`src/rtl/dgp_pkg.sv`:
```
package dgp_pkg;

    // register indices, byte address is four times the index
    localparam logic [7:0] DGP_IDX_PA_DATA  = 8'h05;
    localparam logic [7:0] DGP_IDX_PB_DATA  = 8'h06;
    localparam logic [7:0] DGP_IDX_INT_CTL  = 8'h0b;
    localparam logic [7:0] DGP_IDX_OPTION   = 8'h81;
    localparam logic [7:0] DGP_IDX_PA_DIR   = 8'h85;
    localparam logic [7:0] DGP_IDX_PB_DIR   = 8'h86;
    localparam logic [7:0] DGP_IDX_CMP_CTL  = 8'h9c;
    localparam logic [7:0] DGP_IDX_CMP_REF  = 8'h9d;
    localparam logic [7:0] DGP_IDX_CONV_CFG = 8'h9f;
    localparam logic [7:0] DGP_IDX_SPECIAL  = 8'ha0;

    // reset values
    localparam logic [7:0] DGP_RST_OPTION   = 8'hff;
    localparam logic [5:0] DGP_RST_PA_DIR   = 6'h3f;
    localparam logic [7:0] DGP_RST_PB_DIR   = 8'hff;
    localparam logic [5:0] DGP_RST_CMP_CTL  = 6'h07;
    localparam logic [7:0] DGP_RST_CMP_REF  = 8'h00;
    localparam logic [7:0] DGP_RST_CONV_CFG = 8'h00;
    localparam logic       DGP_RST_LVP      = 1'b1;

    // writable bits of the mixed and partly unimplemented registers
    localparam logic [7:0] DGP_MASK_CMP_REF  = 8'hef;
    localparam logic [7:0] DGP_MASK_CONV_CFG = 8'hcf;

    // field positions
    localparam int DGP_OPT_PULLUP_DIS_N = 7;
    localparam int DGP_OPT_EDGE_SEL     = 6;
    localparam int DGP_INT_CHANGE       = 0;
    localparam int DGP_INT_EXT          = 1;
    localparam int DGP_SPC_LVP          = 0;
    localparam int DGP_TIMER_PIN        = 4;
    localparam int DGP_PROG_PIN         = 3;
    localparam int DGP_EXT_IRQ_PIN      = 0;

    // comparator mode field values and analog field pattern
    localparam logic [2:0] DGP_CM_OFF        = 3'h7;
    localparam logic [2:0] DGP_CM_OUT_MODE   = 3'h6;
    localparam logic [2:0] DGP_PCFG_ALL_DIG  = 3'h3;

    typedef struct packed {
        logic        psel;
        logic        penable;
        logic        pwrite;
        logic [11:0] paddr;
        logic [31:0] pwdata;
    } dgp_apb_req_t;

    typedef struct packed {
        logic [5:0]  pa_lat;
        logic [7:0]  pb_lat;
        logic [5:0]  pa_dir;
        logic [7:0]  pb_dir;
        logic [7:0]  option;
        logic [5:0]  cmp_ctl;
        logic [7:0]  cmp_ref;
        logic [7:0]  conv_cfg;
        logic        low_voltage_program_mode;
        logic [3:0]  chg_ref;
        logic        chg_flag;
        logic        ext_flag;
        logic        ext_prev;
        logic [31:0] prdata;
    } dgp_state_t;

endpackage

```
`src/rtl/dgp_pin_cell.sv`:
```
`timescale 1ns/10ps
module dgp_pin_cell (
    input  wire logic dir,
    input  wire logic latch,
    input  wire logic alt_en,
    input  wire logic alt_val,
    input  wire logic release_pin,
    input  wire logic open_drain,
    input  wire logic analog,
    input  wire logic pin_in,
    output logic      pin_out,
    output logic      pin_oe_n,
    output logic      pin_rd
);
    logic val;

    // peripheral value replaces the latch; open drain only ever pulls low
    assign val      = alt_en ? alt_val : latch;
    assign pin_out  = open_drain ? 1'b0 : val;
    assign pin_oe_n = dir | release_pin | (open_drain & val);
    // analog pins read as zero so the digital buffer is not trusted
    assign pin_rd   = analog ? 1'b0 : pin_in;
endmodule

```
`src/rtl/dgp_ports.sv`:
```
// The APB interface to the registers was left to the implementer.
`timescale 1ns/10ps
module dgp_ports
    import dgp_pkg::*;
#(
    parameter int APB_AW = 12
) (
    input  wire logic         sys_clk,
    input  wire logic         rst_n,
    input  wire dgp_apb_req_t apb_req,
    output logic [31:0]       prdata,
    output logic              pready,
    output logic              pslverr,
    input  wire logic [5:0]   pa_in,
    output logic [5:0]        pa_out,
    output logic [5:0]        pa_oe_n,
    input  wire logic [7:0]   pb_in,
    output logic [7:0]        pb_out,
    output logic [7:0]        pb_oe_n,
    output logic [7:0]        pb_pullup,
    input  wire logic [1:0]   cmp_result,
    input  wire logic         debug_active,
    output logic              timer_clk,
    output logic              program_mode_pin,
    output logic              change_flag,
    output logic              ext_irq_flag,
    output logic              wake
);
    dgp_state_t s_q;
    dgp_state_t s_d;

    logic [5:0] pa_rd;
    logic [7:0] pb_rd;
    logic [5:0] pa_analog;
    logic [5:0] pa_alt_en;
    logic [7:0] pb_release;
    logic       cmp_out_mode;
    logic       all_digital;
    logic [7:0] idx;
    logic       addr_ok;
    logic       setup;
    logic       access;
    logic [3:0] mismatch;
    logic [7:0] rd_val;
    logic [7:0] wr_mask;
    logic       ext_edge;

    // elaboration check: the decode below is fixed to a twelve bit address
    if (APB_AW != 12) begin : g_bad_aw
        $error("dgp_ports: APB_AW must be 12");
    end

    // register index and decode
    assign idx    = apb_req.paddr[9:2];
    assign setup  = apb_req.psel & ~apb_req.penable;
    assign access = apb_req.psel & apb_req.penable;

    always_comb begin
        addr_ok = 1'b0;
        if (apb_req.paddr[11:10] == 2'h0 && apb_req.paddr[1:0] == 2'h0) begin
            unique case (idx)
                DGP_IDX_PA_DATA, DGP_IDX_PB_DATA, DGP_IDX_INT_CTL, DGP_IDX_OPTION,
                DGP_IDX_PA_DIR, DGP_IDX_PB_DIR, DGP_IDX_CMP_CTL, DGP_IDX_CMP_REF,
                DGP_IDX_CONV_CFG, DGP_IDX_SPECIAL: addr_ok = 1'b1;
                default: addr_ok = 1'b0;
            endcase
        end
    end

    // zero wait states; unmapped words answer with an error
    assign pready  = 1'b1;
    assign pslverr = access & ~addr_ok;
    assign prdata  = s_q.prdata;

    assign all_digital  = (s_q.conv_cfg[3:1] == DGP_PCFG_ALL_DIG);
    assign cmp_out_mode = (s_q.cmp_ctl[2:0] == DGP_CM_OUT_MODE);
    // reset field values leave pins 0 to 3 and 5 analog; pin 4 is never analog
    assign pa_analog[3:0] = {4{~all_digital | (s_q.cmp_ctl[2:0] != DGP_CM_OFF)}};
    assign pa_analog[4]   = 1'b0;
    assign pa_analog[5]   = ~all_digital;
    // comparator outputs take over pins 4 and 5
    assign pa_alt_en = {cmp_out_mode, cmp_out_mode, 4'h0};

    // programming mode and debug take their pins
    assign pb_release = {debug_active, debug_active, 2'h0, s_q.low_voltage_program_mode, 3'h0};

    // one cell per first port pin
    for (genvar i = 0; i < 6; i++) begin : g_pa
        dgp_pin_cell u_cell (
            .dir         (s_q.pa_dir[i]),
            .latch       (s_q.pa_lat[i]),
            .alt_en      (pa_alt_en[i]),
            .alt_val     (cmp_result[i == 5 ? 1 : 0]),
            .release_pin (1'b0),
            // open drain on the timer pin
            .open_drain  (i == DGP_TIMER_PIN),
            .analog      (pa_analog[i]),
            .pin_in      (pa_in[i]),
            .pin_out     (pa_out[i]),
            .pin_oe_n    (pa_oe_n[i]),
            .pin_rd      (pa_rd[i])
        );
    end

    // one cell per second port pin
    for (genvar j = 0; j < 8; j++) begin : g_pb
        dgp_pin_cell u_cell (
            .dir         (s_q.pb_dir[j]),
            .latch       (s_q.pb_lat[j]),
            .alt_en      (1'b0),
            .alt_val     (1'b0),
            .release_pin (pb_release[j]),
            .open_drain  (1'b0),
            .analog      (1'b0),
            .pin_in      (pb_in[j]),
            .pin_out     (pb_out[j]),
            .pin_oe_n    (pb_oe_n[j]),
            .pin_rd      (pb_rd[j])
        );
    end

    // timer always sees its pin, even when it is driven
    assign timer_clk        = pa_in[DGP_TIMER_PIN];
    assign program_mode_pin = s_q.low_voltage_program_mode & pb_in[DGP_PROG_PIN];

    // pull-ups only on inputs, bit is active low
    assign pb_pullup = {8{~s_q.option[DGP_OPT_PULLUP_DIS_N]}} & s_q.pb_dir;

    // outputs masked out of the comparison
    assign mismatch = (pb_rd[7:4] ^ s_q.chg_ref) & s_q.pb_dir[7:4];

    // rising edge when select is set, falling when clear
    assign ext_edge = s_q.option[DGP_OPT_EDGE_SEL]
                      ? (pb_rd[DGP_EXT_IRQ_PIN] & ~s_q.ext_prev)
                      : (~pb_rd[DGP_EXT_IRQ_PIN] & s_q.ext_prev);

    assign change_flag  = s_q.chg_flag;
    assign ext_irq_flag = s_q.ext_flag;
    // a live mismatch or pending flag asks for wake-up
    assign wake         = s_q.chg_flag | (|mismatch);

    // write mask: zero upper byte means the whole port is addressed
    assign wr_mask = (apb_req.pwdata[15:8] == 8'h00) ? 8'hff : apb_req.pwdata[15:8];

    // read mux, data words return pin levels
    always_comb begin
        rd_val = 8'h00;
        unique case (idx)
            // upper bits of the first port read zero
            DGP_IDX_PA_DATA:  rd_val = {2'h0, pa_rd};
            DGP_IDX_PB_DATA:  rd_val = pb_rd;
            DGP_IDX_INT_CTL:  rd_val = {6'h00, s_q.ext_flag, s_q.chg_flag};
            DGP_IDX_OPTION:   rd_val = s_q.option;
            DGP_IDX_PA_DIR:   rd_val = {2'h0, s_q.pa_dir};
            DGP_IDX_PB_DIR:   rd_val = s_q.pb_dir;
            DGP_IDX_CMP_CTL:  rd_val = {cmp_result[1], cmp_result[0], s_q.cmp_ctl};
            DGP_IDX_CMP_REF:  rd_val = s_q.cmp_ref;
            DGP_IDX_CONV_CFG: rd_val = s_q.conv_cfg;
            DGP_IDX_SPECIAL:  rd_val = {7'h00, s_q.low_voltage_program_mode};
            default:          rd_val = 8'h00;
        endcase
    end

    // next state
    always_comb begin
        s_d = s_q;
        // read data is captured in setup so it comes from a flop
        if (setup) begin
            s_d.prdata = addr_ok ? {24'h000000, rd_val} : 32'h00000000;
        end
        if (access && addr_ok && apb_req.pwrite) begin
            unique case (idx)
                // unaddressed bits take the sampled pin levels
                DGP_IDX_PA_DATA:  s_d.pa_lat = (pa_rd & ~wr_mask[5:0]) | (apb_req.pwdata[5:0] & wr_mask[5:0]);
                DGP_IDX_PB_DATA:  s_d.pb_lat = (pb_rd & ~wr_mask) | (apb_req.pwdata[7:0] & wr_mask);
                DGP_IDX_INT_CTL: begin
                    s_d.chg_flag = apb_req.pwdata[DGP_INT_CHANGE];
                    s_d.ext_flag = apb_req.pwdata[DGP_INT_EXT];
                end
                DGP_IDX_OPTION:   s_d.option   = apb_req.pwdata[7:0];
                // direction stays writable whatever the pin use
                DGP_IDX_PA_DIR:   s_d.pa_dir   = apb_req.pwdata[5:0];
                DGP_IDX_PB_DIR:   s_d.pb_dir   = apb_req.pwdata[7:0];
                DGP_IDX_CMP_CTL:  s_d.cmp_ctl  = apb_req.pwdata[5:0];
                DGP_IDX_CMP_REF:  s_d.cmp_ref  = apb_req.pwdata[7:0] & DGP_MASK_CMP_REF;
                DGP_IDX_CONV_CFG: s_d.conv_cfg = apb_req.pwdata[7:0] & DGP_MASK_CONV_CFG;
                DGP_IDX_SPECIAL:  s_d.low_voltage_program_mode      = apb_req.pwdata[DGP_SPC_LVP];
                default:          s_d.low_voltage_program_mode      = s_q.low_voltage_program_mode;
            endcase
        end
        // any access of the second port refreshes the reference
        if (access && addr_ok && idx == DGP_IDX_PB_DATA) begin
            s_d.chg_ref = pb_rd[7:4];
        end
        // set wins over a software clear
        if (|mismatch) begin
            s_d.chg_flag = 1'b1;
        end
        // edge interrupt on bit 0, set wins as well
        if (ext_edge) begin
            s_d.ext_flag = 1'b1;
        end
        s_d.ext_prev = pb_rd[DGP_EXT_IRQ_PIN];
    end

    // state register, synchronous reset
    always_ff @(posedge sys_clk) begin
        if (!rst_n) begin
            s_q          <= '0;
            s_q.pa_dir   <= DGP_RST_PA_DIR;
            s_q.pb_dir   <= DGP_RST_PB_DIR;
            s_q.option   <= DGP_RST_OPTION;
            // comparators off, analog field all analog
            s_q.cmp_ctl  <= DGP_RST_CMP_CTL;
            s_q.cmp_ref  <= DGP_RST_CMP_REF;
            s_q.conv_cfg <= DGP_RST_CONV_CFG;
            s_q.low_voltage_program_mode      <= DGP_RST_LVP;
        end else begin
            s_q <= s_d;
        end
    end
endmodule

```
`config.mk`:
```
export PLATFORM = sky130hd
export DESIGN_NAME = dgp_ports
export DESIGN_NICKNAME = d
export VERILOG_FILES = /design/src/rtl/dgp_pkg.sv /design/src/rtl/dgp_pin_cell.sv /design/src/rtl/dgp_ports.sv
export SDC_FILE = /design/constraint.sdc
export NUM_CORES = 1
export LEC_CHECK = 0
export BUFFER_PORTS_ARGS = -buffer_cell sky130_fd_sc_hd__clkbuf_2
export CAP_MARGIN = 15
export CELL_PAD_IN_SITES_DETAIL_PLACEMENT = 1
export CELL_PAD_IN_SITES_GLOBAL_PLACEMENT = 1
export CORE_AREA = 2 2 117 119
export CTS_BUF_LIST = sky130_fd_sc_hd__clkbuf_8 sky130_fd_sc_hd__clkbuf_16
export DETAILED_ROUTE_END_ITERATION = 16
export DIE_AREA = 0 0 119 121
export PLACE_DENSITY = 0.75
export SYNTH_ARGS = -nofsm -noshare
export SYNTH_HDL_FRONTEND = slang
export SYNTH_SLANG_ARGS = --single-unit
export TNS_END_PERCENT = 10
```
`constraint.sdc`:
```
create_clock -name sys_clk -period 2.05 [get_ports sys_clk]
set_clock_uncertainty 0.2 [all_clocks]
set_input_delay 0.1025 -clock sys_clk [delete_from_list [all_inputs] [get_ports sys_clk]]
set_output_delay 0.1025 -clock sys_clk [all_outputs]
set_load 0.02 [all_outputs]
```
## Word-level counts from Yosys, hierarchy flattened

Index checks and enable logic that the tools add are counted.

| cells by class | value |
|---|---|
| magnitude comparators | 0 |
| muxes and demuxes | 17 |
| bitwise logic cells | 29 |
| reduce and logical (&&, ||, !) cells | 24 |
| divide/modulo/power cells | 0 |
| shift-type cells | 0 |
| $mul | 0 |
| equal/unequal tests | 13 |
| add/subtract/negate cells | 0 |

Operator list:

| kind | count |
|---|---|
| case mux 8 bit (10 select lines) | 1 |
| equality test 8 bit, second input constant | 7 |
| AND 8 bit | 3 |
| AND reduction 2 bit | 11 |
| equality test 8 x 3 -> 1 bit, second input constant | 2 |
| 2-to-1 mux 8 bit | 2 |
| AND 6 bit | 2 |
| 2-to-1 mux 1 bit | 12 |
| OR reduction 10 bit | 1 |
| equality test 8 x 4 -> 1 bit, second input constant | 1 |
| logical NOT 8 bit | 1 |
| inverter 8 bit | 1 |
| OR 8 bit | 1 |
| nonzero test 2 bit | 4 |
| AND 1 bit | 6 |
| inverter 1 bit | 6 |
| inverter 6 bit | 1 |
| OR 1 bit | 6 |
| OR 6 bit | 1 |
| AND 4 bit | 1 |
| logical AND 1 bit | 4 |
| logical NOT 2 bit | 2 |
| 2-to-1 mux 2 bit | 2 |
| OR reduction 4 bit | 1 |
| other kinds (4) | 4 |

| storage, ports and cells | value |
|---|---|
| latch bits | 0 |
| memories | 0 |
| RAM bits | 0 |
| ROM bits | 0 |
| register bits | 95 |

## Longest topological paths before layout

Gate-level depths: netlist of run 1.

| depth | value |
|---|---|
| depth in word-level cells | 8 |
| depth in mapped cells | 8 |
| gate-level depth less buffers | 6 |

## Cells and area by module

Synthesis of run 1 repeated with hierarchy kept, for this count alone.

| unflattened totals | value |
|---|---|
| cells, all modules | 515 |
| area, all modules | 4,414.2 µm² |

By module, submodules not included:

| module | seq. area each (µm²) | area an instance (µm²) | cells each | instances |
|---|---|---|---|---|
| dgp_ports | 1,421.4 | 3,906.2 | 459 | 1 |
| dgp_pin_cell | 0.0 | 36.3 | 4 | 14 |

## Least setup slack after synthesis of run 1

Ideal clock, no wire load.

| path | value |
|---|---|
| path type | input -> register |
| start point | in apb_req[43] (netlist name) |
| end point | reg s_q[40] (netlist name) |
| path buffers | 0 |
| setup slack | -5 ps |
| stages on the path | 5 |
| data arrival time | 1,727 ps |
| cell sequence | or4_4 > o32a_4 > a211oi_4 > mux2i_1 > nor2_1 |

| on the way | value |
|---|---|
| cells in the longest elaborated chain, start to end | 6 |

Ends and longest elaborated chain:

| element | RTL line | source |
|---|---|---|
| start: declaration | dgp_ports.sv:10 | `input wire dgp_apb_req_t apb_req,` |
| logical NOT 2 bit | dgp_ports.sv:60 | `if (apb_req.paddr[11:10] == 2'h0 && apb_req.paddr[1:0] == 2'h0) begin` |
| logical AND 1 bit | dgp_ports.sv:60 |  |
| 2-to-1 mux 1 bit | dgp_ports.sv:60 |  |
| logical AND 1 bit (2 in series) | dgp_ports.sv:171 | `if (access && addr_ok && apb_req.pwrite) begin` |
| AND reduction 2 bit (no source line) | - |  |
| end: declaration | dgp_ports.sv:29 | `dgp_state_t s_q;` |

No other way between the ends.
A chain may end at the register's enable or synchronous reset.

## Final worst setup path of run 1

| path | value |
|---|---|
| start point | reg s_q[43] (netlist name) |
| end point | reg s_q, in the netlist prdata[3] |

| on the way | value |
|---|---|
| cells in the longest elaborated chain, start to end | 6 |

Ends and longest elaborated chain:

| element | RTL line | source |
|---|---|---|
| equality test 3 x 2 -> 1 bit | dgp_ports.sv:75 | `assign all_digital = (s_q.conv_cfg[3:1] == DGP_PCFG_ALL_DIG);` |
| inverter 1 bit | - |  |
| OR 1 bit | dgp_ports.sv:78 | `assign pa_analog[3:0] = {4{~all_digital \| (s_q.cmp_ctl[2:0] != DGP_CM_OFF)}};` |
| 2-to-1 mux 1 bit | dgp_pin_cell.sv:22 | `assign pin_rd = analog ? 1'b0 : pin_in;` |
| case mux 8 bit (10 select lines) (*) | dgp_ports.sv:148 | `unique case (idx)` |
| 2-to-1 mux 8 bit (*) | dgp_ports.sv:169 | `s_d.prdata = addr_ok ? {24'h000000, rd_val} : 32'h00000000;` |

Mark *: on every way between the ends. The rest lies on a longest branch, timed or not.

==> results.sh, run 1 <==
export IMPL_seq_area_frac_synth_pct=32.6
export IMPL_cp_slowest_stage_delay_ns=0.37
export IMPL_drv_slew=0
export IMPL_avgViaCountPerCell=5.35
export IMPL_synthCells=506
export IMPL_synth_area_leaders="dfxtp_1 33%, buf_4 11%, mux2i_1 8.0%"
export IMPL_async_reset_ff_share_pct=0
export IMPL_syn_area_mm2=0.00435
export IMPL_routed_wl_mm=16.3
export IMPL_worstSkewPairLatency_ns=0.34
export IMPL_path_cells="and3b_1 > and4_1 > nor2b_1 > a221o_1 > a211oi_1 > o21ai_0"
export IMPL_crit_fanout=3
export IMPL_stdcell_count=797
export IMPL_power_density_mw_per_mm2=676
export IMPL_rsz0062_at_grt="yes"
export IMPL_maxCapViolCount=0
export IMPL_dpl_cell_count=758
export IMPL_drt_iter0_markers=239
export IMPL_clock_sinks=71
export IMPL_peakVddDrop_mv=0.345
export IMPL_critPathLaunchType="flip-flop"
export IMPL_dominantRegCellSynth="dfxtp_1"
export IMPL_num_antenna_cells=0
export IMPL_setup_viol=0
export IMPL_power_leakage_nw=2.52
export IMPL_fp_dieArea_mm2=0.0144
export IMPL_cts_tree="yes"
export IMPL_num_vias=4261
export IMPL_crit_type="flip-flop to flip-flop"
export IMPL_timing_slew_headroom_pct=64.6
export IMPL_detail_route_antenna_nets=0
export IMPL_drc=0
export IMPL_worst_pin_slew_ns=0.531
export IMPL_layout_setup_ws_ns=0.0691
export IMPL_fin_crit_sh_pct=96.6
export IMPL_rows=42
export IMPL_dr_pass1_iters=5
export IMPL_overflow=0
export IMPL_place_area_mm2=0.00496
export IMPL_portBuffers=98
export IMPL_die_y_um=121
export IMPL_outcome="completed"
export IMPL_ys_seq_elements=71
export IMPL_areaGrowthSynthToFinish_pct=29.2
export IMPL_cts_made_buffers=9
export IMPL_syn_area_per_cell_um2=8.61
export IMPL_htree_levels=3
export IMPL_period_minus_slack_ns=1.98
export IMPL_yosys_warnings=0
export IMPL_synth_edf_count=0
export IMPL_wl_per_cell_um=20.4
export IMPL_synth_distinct_cells=66
export IMPL_yosys_area_top_type="dfxtp_1"
export IMPL_netlist_area_leader_share_pct=32.6
export IMPL_grt_pass1_wl_mm=24.9
export IMPL_die_x_um=119
export IMPL_antenna_found_initial=0
export IMPL_fin_nets=682
export IMPL_clkTransAtPathRegs_ns=0.06
export IMPL_grtUsageTotal_pct=22.5
export IMPL_core_area_mm2=0.0131
export IMPL_grt_pass1_vias=4565
export IMPL_cp_slowest_cell="dfxtp_1"
export IMPL_drive_gt1_share_pct=31.6
export IMPL_required_ns=2.07
export IMPL_hold_viol_final=0
export IMPL_hold_path_class="primary input to flip-flop"
export IMPL_grt_max_degree=33
export IMPL_cp_data_arrival_time_ns=2.00
export IMPL_place_ws_ns=-0.228
export IMPL_dp_hpwl_mm=11.9
export IMPL_gp_congestion=0.900
export IMPL_initial_core_util_pct=33.3
export IMPL_design_area_mm2=0.00562
export IMPL_ctsLongestPathBuffers=2
export IMPL_crit_path_end_kind="flip-flop"
export IMPL_ioPinCount=141
export IMPL_clock_fmax_mhz=505
export IMPL_root_buffer="clkbuf_16"
-- metrics by stage --
stage	hold WS (ns)	util (%)	TNS, ns	total power [mW]
6_report	0.00150	43.0	0	3.80
4_1_cts	0.0100	42.6	0	3.79
2_1_floorplan	0.0276	-	0	1.63
3_3_place_gp	0.229	37.9	-3.72	1.76
5_1_grt	0.0369	43.0	-0.0527	3.89
3_5_place_dp	0.236	37.9	-6.68	1.77
-- logic make-up (layout without fill, tap and decap cells) --
kind of cell | count (synthesis) | after routing | share of synthesized area [%]
muxes | 44 | 44 | 10.4
and+or+nand+nor | 174 | 174 | 21.2
xor gates and xnor gates | 4 | 4 | 0.805
other | 2 | 26 | 0.172
DFF | 71 | 71 | 32.6
buffers and inverters | 100 | 191 | 14.4
AOI/OAI and AO/OA | 111 | 111 | 20.5
-- flip-flops by register name, summed over array words and instances (netlist names) --
name and count:
change_flag 1, ext_irq_flag 1, pb_release 1, prdata 8
s_q 60
-- cell usage in the layout, fill, tap and decap left out, drive strengths merged, types with 11 or more instances in the layout --
| cell | instances |
|---|---|
| nand2 | 67 |
| conb | 26 |
| mux2i | 35 |
| dfxtp | 71 |
| clkbuf | 104 |
| o21ai | 21 |
| dlygate4sd3 | 22 |
| o211ai | 14 |
| nor2b | 11 |
| buf | 47 |
| nand3 | 14 |
| nor2 | 32 |
| inv | 12 |
| a22oi | 14 |
-- where the power goes --
part,internal [mW],switching (mW)
Sequential,1.38,0.00428
Combinational,0.142,0.256
Clock,1.38,0.635
Total,2.90,0.896
-- cell usage after synthesis, types with 3 or more instances --
master    count
mux2i_1      35
nor2b_1      11
a211oi_1      6
or2_2         8
dfxtp_1      71
o31ai_1       4
nand2_1      67
mux2_2        9
o22ai_1       3
nand2b_1      4
buf_2         5
nand3_1      13
o311ai_0      8
a21oi_1       7
o311a_1       9
and3_1        5
a22oi_1      14
buf_4        63
xor2_1        4
nor3_1        7
o211ai_1     14
inv_1        12
nor2_1       32
o211a_1       3
o21ai_0      19
clkbuf_1     18
-- critical path, delay by kind of cell (launching register included) --
| kind | cells | cell delay (ns) |
|---|---|---|
| DFF | 1 | 0.37 |
| and+or+nand+nor | 3 | 0.59 |
| AOI/OAI and AO/OA | 3 | 0.70 |
-- area by class of cell --
cell class / count / area (um^2)
clock inverter: 5 / 128
clock buffer: 11 / 253
sequential: 71 / 1420
inverter: 12 / 45.0
timing repair buffer: 163 / 1110
tap: 176 / 220
fill: 1560 / 7460
multi-input combinational: 359 / 2450
-- final timing paths --
path,endpoint,start,cells past startpoint,slack [ns]
min reg2reg,prdata[1],prdata[1],2,0.26
min,s_q[87],pb_in[3],4,0.001
max reg2reg,prdata[3],s_q[43],6,0.07
max,prdata[3],s_q[43],6,0.07
-- routing by layer --
layer / GRT usage, % / share of wire (%)
met2: 40.7 / 52
met5: 0 / 0
met1: 26.1 / 41
met4: 9.60 / 2.9
met3: 3.90 / 4.7
-- timing repair --
action	CTS	global route
gates resized for setup	1	13
buffers inserted	0	2
endpoints found under the hold margin	38	0
hold buffers	23	0
pin swaps	0	1
setup endpoints to repair	1	21
Note: power is estimated with default switching activity, not from simulation.
==> run 2: changes to the inputs <==
Settings changed: CAP_MARGIN 15 to unset, HOLD_SLACK_MARGIN set to 0.1, SYNTH_HIERARCHICAL set to 1.
==> results.sh, run 2 <==
export IMPL_overflow=0
export IMPL_crit_fanout=2
export IMPL_maxCapViolCount=0
export IMPL_detail_route_antenna_nets=0
export IMPL_clkTransAtPathRegs_ns=0.06
export IMPL_hold_path_class="primary input to flip-flop"
export IMPL_syn_area_mm2=0.00441
export IMPL_drt_iter0_markers=253
export IMPL_r2r_slack_ns=0.11
export IMPL_setup_viol=0
export IMPL_worstSkewPairLatency_ns=0.34
export IMPL_clock_fmax_mhz=503
export IMPL_avgViaCountPerCell=4.94
export IMPL_outcome="completed"
export IMPL_crit_type="flip-flop to output pin"
export IMPL_portBuffers=98
export IMPL_worst_pin_slew_ns=0.529
export IMPL_cp_endpoint="pa_oe_n[4]"
export IMPL_grt_pass1_wl_mm=26.0
export IMPL_power_density_mw_per_mm2=547
export IMPL_layout_common_cells="97 x clkbuf_2, 93 x conb_1, 70 x dfxtp_1"
export IMPL_peakVddDrop_mv=0.294
export IMPL_initial_core_util_pct=33.7
export IMPL_seq_area_frac_synth_pct=32.2
export IMPL_dominantRegCellSynth="dfxtp_1"
export IMPL_htree_levels=3
export IMPL_stdcell_count=900
export IMPL_crit_path_end_kind="output pin"
export IMPL_synth_edf_count=0
export IMPL_crit_start="s_q[57]"
export IMPL_fin_nets=787
export IMPL_ctsLongestPathBuffers=2
export IMPL_dr_pass1_iters=4
export IMPL_yosys_area_top_type="dfxtp_1"
export IMPL_die_y_um=121
export IMPL_rsz0062_at_grt="yes"
export IMPL_wl_per_cell_um=18.6
export IMPL_timing_slew_headroom_pct=64.6
export IMPL_reg2reg_depth=7
export IMPL_yosys_cell_count_top_type="dfxtp_1"
export IMPL_cts_tree="yes"
export IMPL_areaGrowthSynthToFinish_pct=35.5
export IMPL_final_util_pct=45.7
export IMPL_synthTopCellsByCount="71 x dfxtp_1, 63 x nand2_1, 51 x mux2i_1, 43 x nor2_1, 39 x nor2b_1"
export IMPL_drv_slew=0
export IMPL_rr_startpoint="s_q[43]"
export IMPL_critPathLaunchType="flip-flop"
export IMPL_num_antenna_cells=0
export IMPL_rows=42
export IMPL_place_area_mm2=0.00539
export IMPL_dpl_cell_count=855
export IMPL_drive_gt1_share_pct=26.7
export IMPL_synthCells=515
export IMPL_largest_reg_flops=60
export IMPL_final_common_cell="clkbuf_2"
export IMPL_synth_area_leaders="dfxtp_1 32%, mux2i_1 12%, buf_4 6.5%"
export IMPL_routed_wl_mm=16.7
export IMPL_yosys_warnings=6
export IMPL_async_reset_ff_share_pct=0
export IMPL_grtUsageTotal_pct=23.7
export IMPL_antenna_found_initial=0
export IMPL_required_ns=1.75
export IMPL_reg2reg_to="prdata[3]"
export IMPL_period_minus_slack_ns=1.99
export IMPL_drc=0
export IMPL_ys_seq_elements=71
export IMPL_synth_distinct_cells=56
export IMPL_power_leakage_nw=2.70
export IMPL_power_mw=3.27
export IMPL_core_area_mm2=0.0131
export IMPL_die_x_um=119
export IMPL_ioPinCount=141
export IMPL_fin_hold_ws_ns=0.102
export IMPL_fin_crit_sh_pct=97.1
export IMPL_cp_data_arrival_time_ns=1.69
export IMPL_cts_made_buffers=9
export IMPL_syn_area_per_cell_um2=8.57
export IMPL_root_buffer="clkbuf_16"
export IMPL_hold_viol_final=0
export IMPL_gp_congestion=0.949
export IMPL_fp_dieArea_mm2=0.0144
export IMPL_grt_pass1_vias=4595
export IMPL_num_vias=4444
export IMPL_design_area_mm2=0.00598
export IMPL_netlist_area_leader_share_pct=32.2
export IMPL_grt_max_degree=40
export IMPL_clock_sinks=71
export IMPL_regMostFlops="s_q"
export IMPL_dp_hpwl_mm=12.6
[run 2: cell count changes after synthesis, sizes merged, moves of 11 or more]
| cell | previous run | this run |
|---|---|---|
| nor2b | 11 | 39 |
| mux2i | 35 | 51 |
| nand3 | 14 | 26 |
| mux2 | 9 | 20 |
| buf | 70 | 49 |
| a211o | 0 | 14 |
| nor2 | 32 | 43 |
[run 2: how the worst min path moves through the flow]
stage / startpoint / endpoint / slack (ns) / cells past startpoint
final: pa_in[2] / s_q[94] / 0.10 / 4
after floorplan: apb_req[7] / s_q[77] / 0.02 / 2
after CTS: apb_req[33] / prdata[0] / 0.11 / 5
after detailed placement: rst_n / prdata[0] / 0.22 / 3
after global placement: rst_n / prdata[0] / 0.21 / 3
after global routing: pa_in[2] / s_q[94] / 0.13 / 4
[run 2: kinds of logic (layout without fill, tap and decap cells)]
family / Yosys count / in the layout / share of synthesized area (%)
other cells: 2 / 93 / 0.170
buf+inv: 67 / 185 / 9.41
xor+xnor: 4 / 4 / 0.794
flops: 71 / 71 / 32.2
simple gates: 207 / 207 / 24.8
compound gates: 93 / 93 / 14.7
mux: 71 / 71 / 17.9
[run 2: routing by layer]
layer / global-route usage [%] / up-vias / share of wire, %
li1: - / 2105 / -
met1: 30.0 / 2209 / 45
met2: 41.9 / 111 / 50
met3: 2.82 / 19 / 3.8
met4: 7.81 / 0 / 2.0
met5: 0 / - / 0
[run 2: timing repair]
| item | in CTS | in global routing |
|---|---|---|
| buffers inserted | 0 | 0 |
| endpoints found under the setup margin | 1 | 34 |
| endpoints found under the hold margin | 62 | 0 |
| hold buffers | 31 | 0 |
| resized for setup | 4 | 9 |
| pin swaps | 1 | 2 |
[run 2: area by class of cell]
class	instances	area, um^2
fill	1624	7100
multi-input combinational	468	2950
sequential	71	1420
timing repair buffer	166	1120
clock buffer	9	225
tap	176	220
clock inverter	5	28.8
inverter	5	18.8
[run 2: per-stage QoR]
stage,setup TNS (ns),setup WS (ns)
global route,-0.141,-0.0513
detailed placement,0,0.0230
floorplan,0,0.373
CTS,0,0.0358
finish,0,0.0602
global placement,0,0.0902
[run 2: critical path: stages (launching register included)]
cell and delay [ns]:
dfxtp_1 0.35, nand2_2 0.09, nor2_4 0.14, mux2_4 0.32, a211o_1 0.29, clkbuf_2 0.15
[run 2: where the power goes]
part	leakage, nW	switching, mW	internal, mW
sequential	0.573	0.00396	1.38
combinational	2.00	0.289	0.184
clock	0.124	0.614	0.796
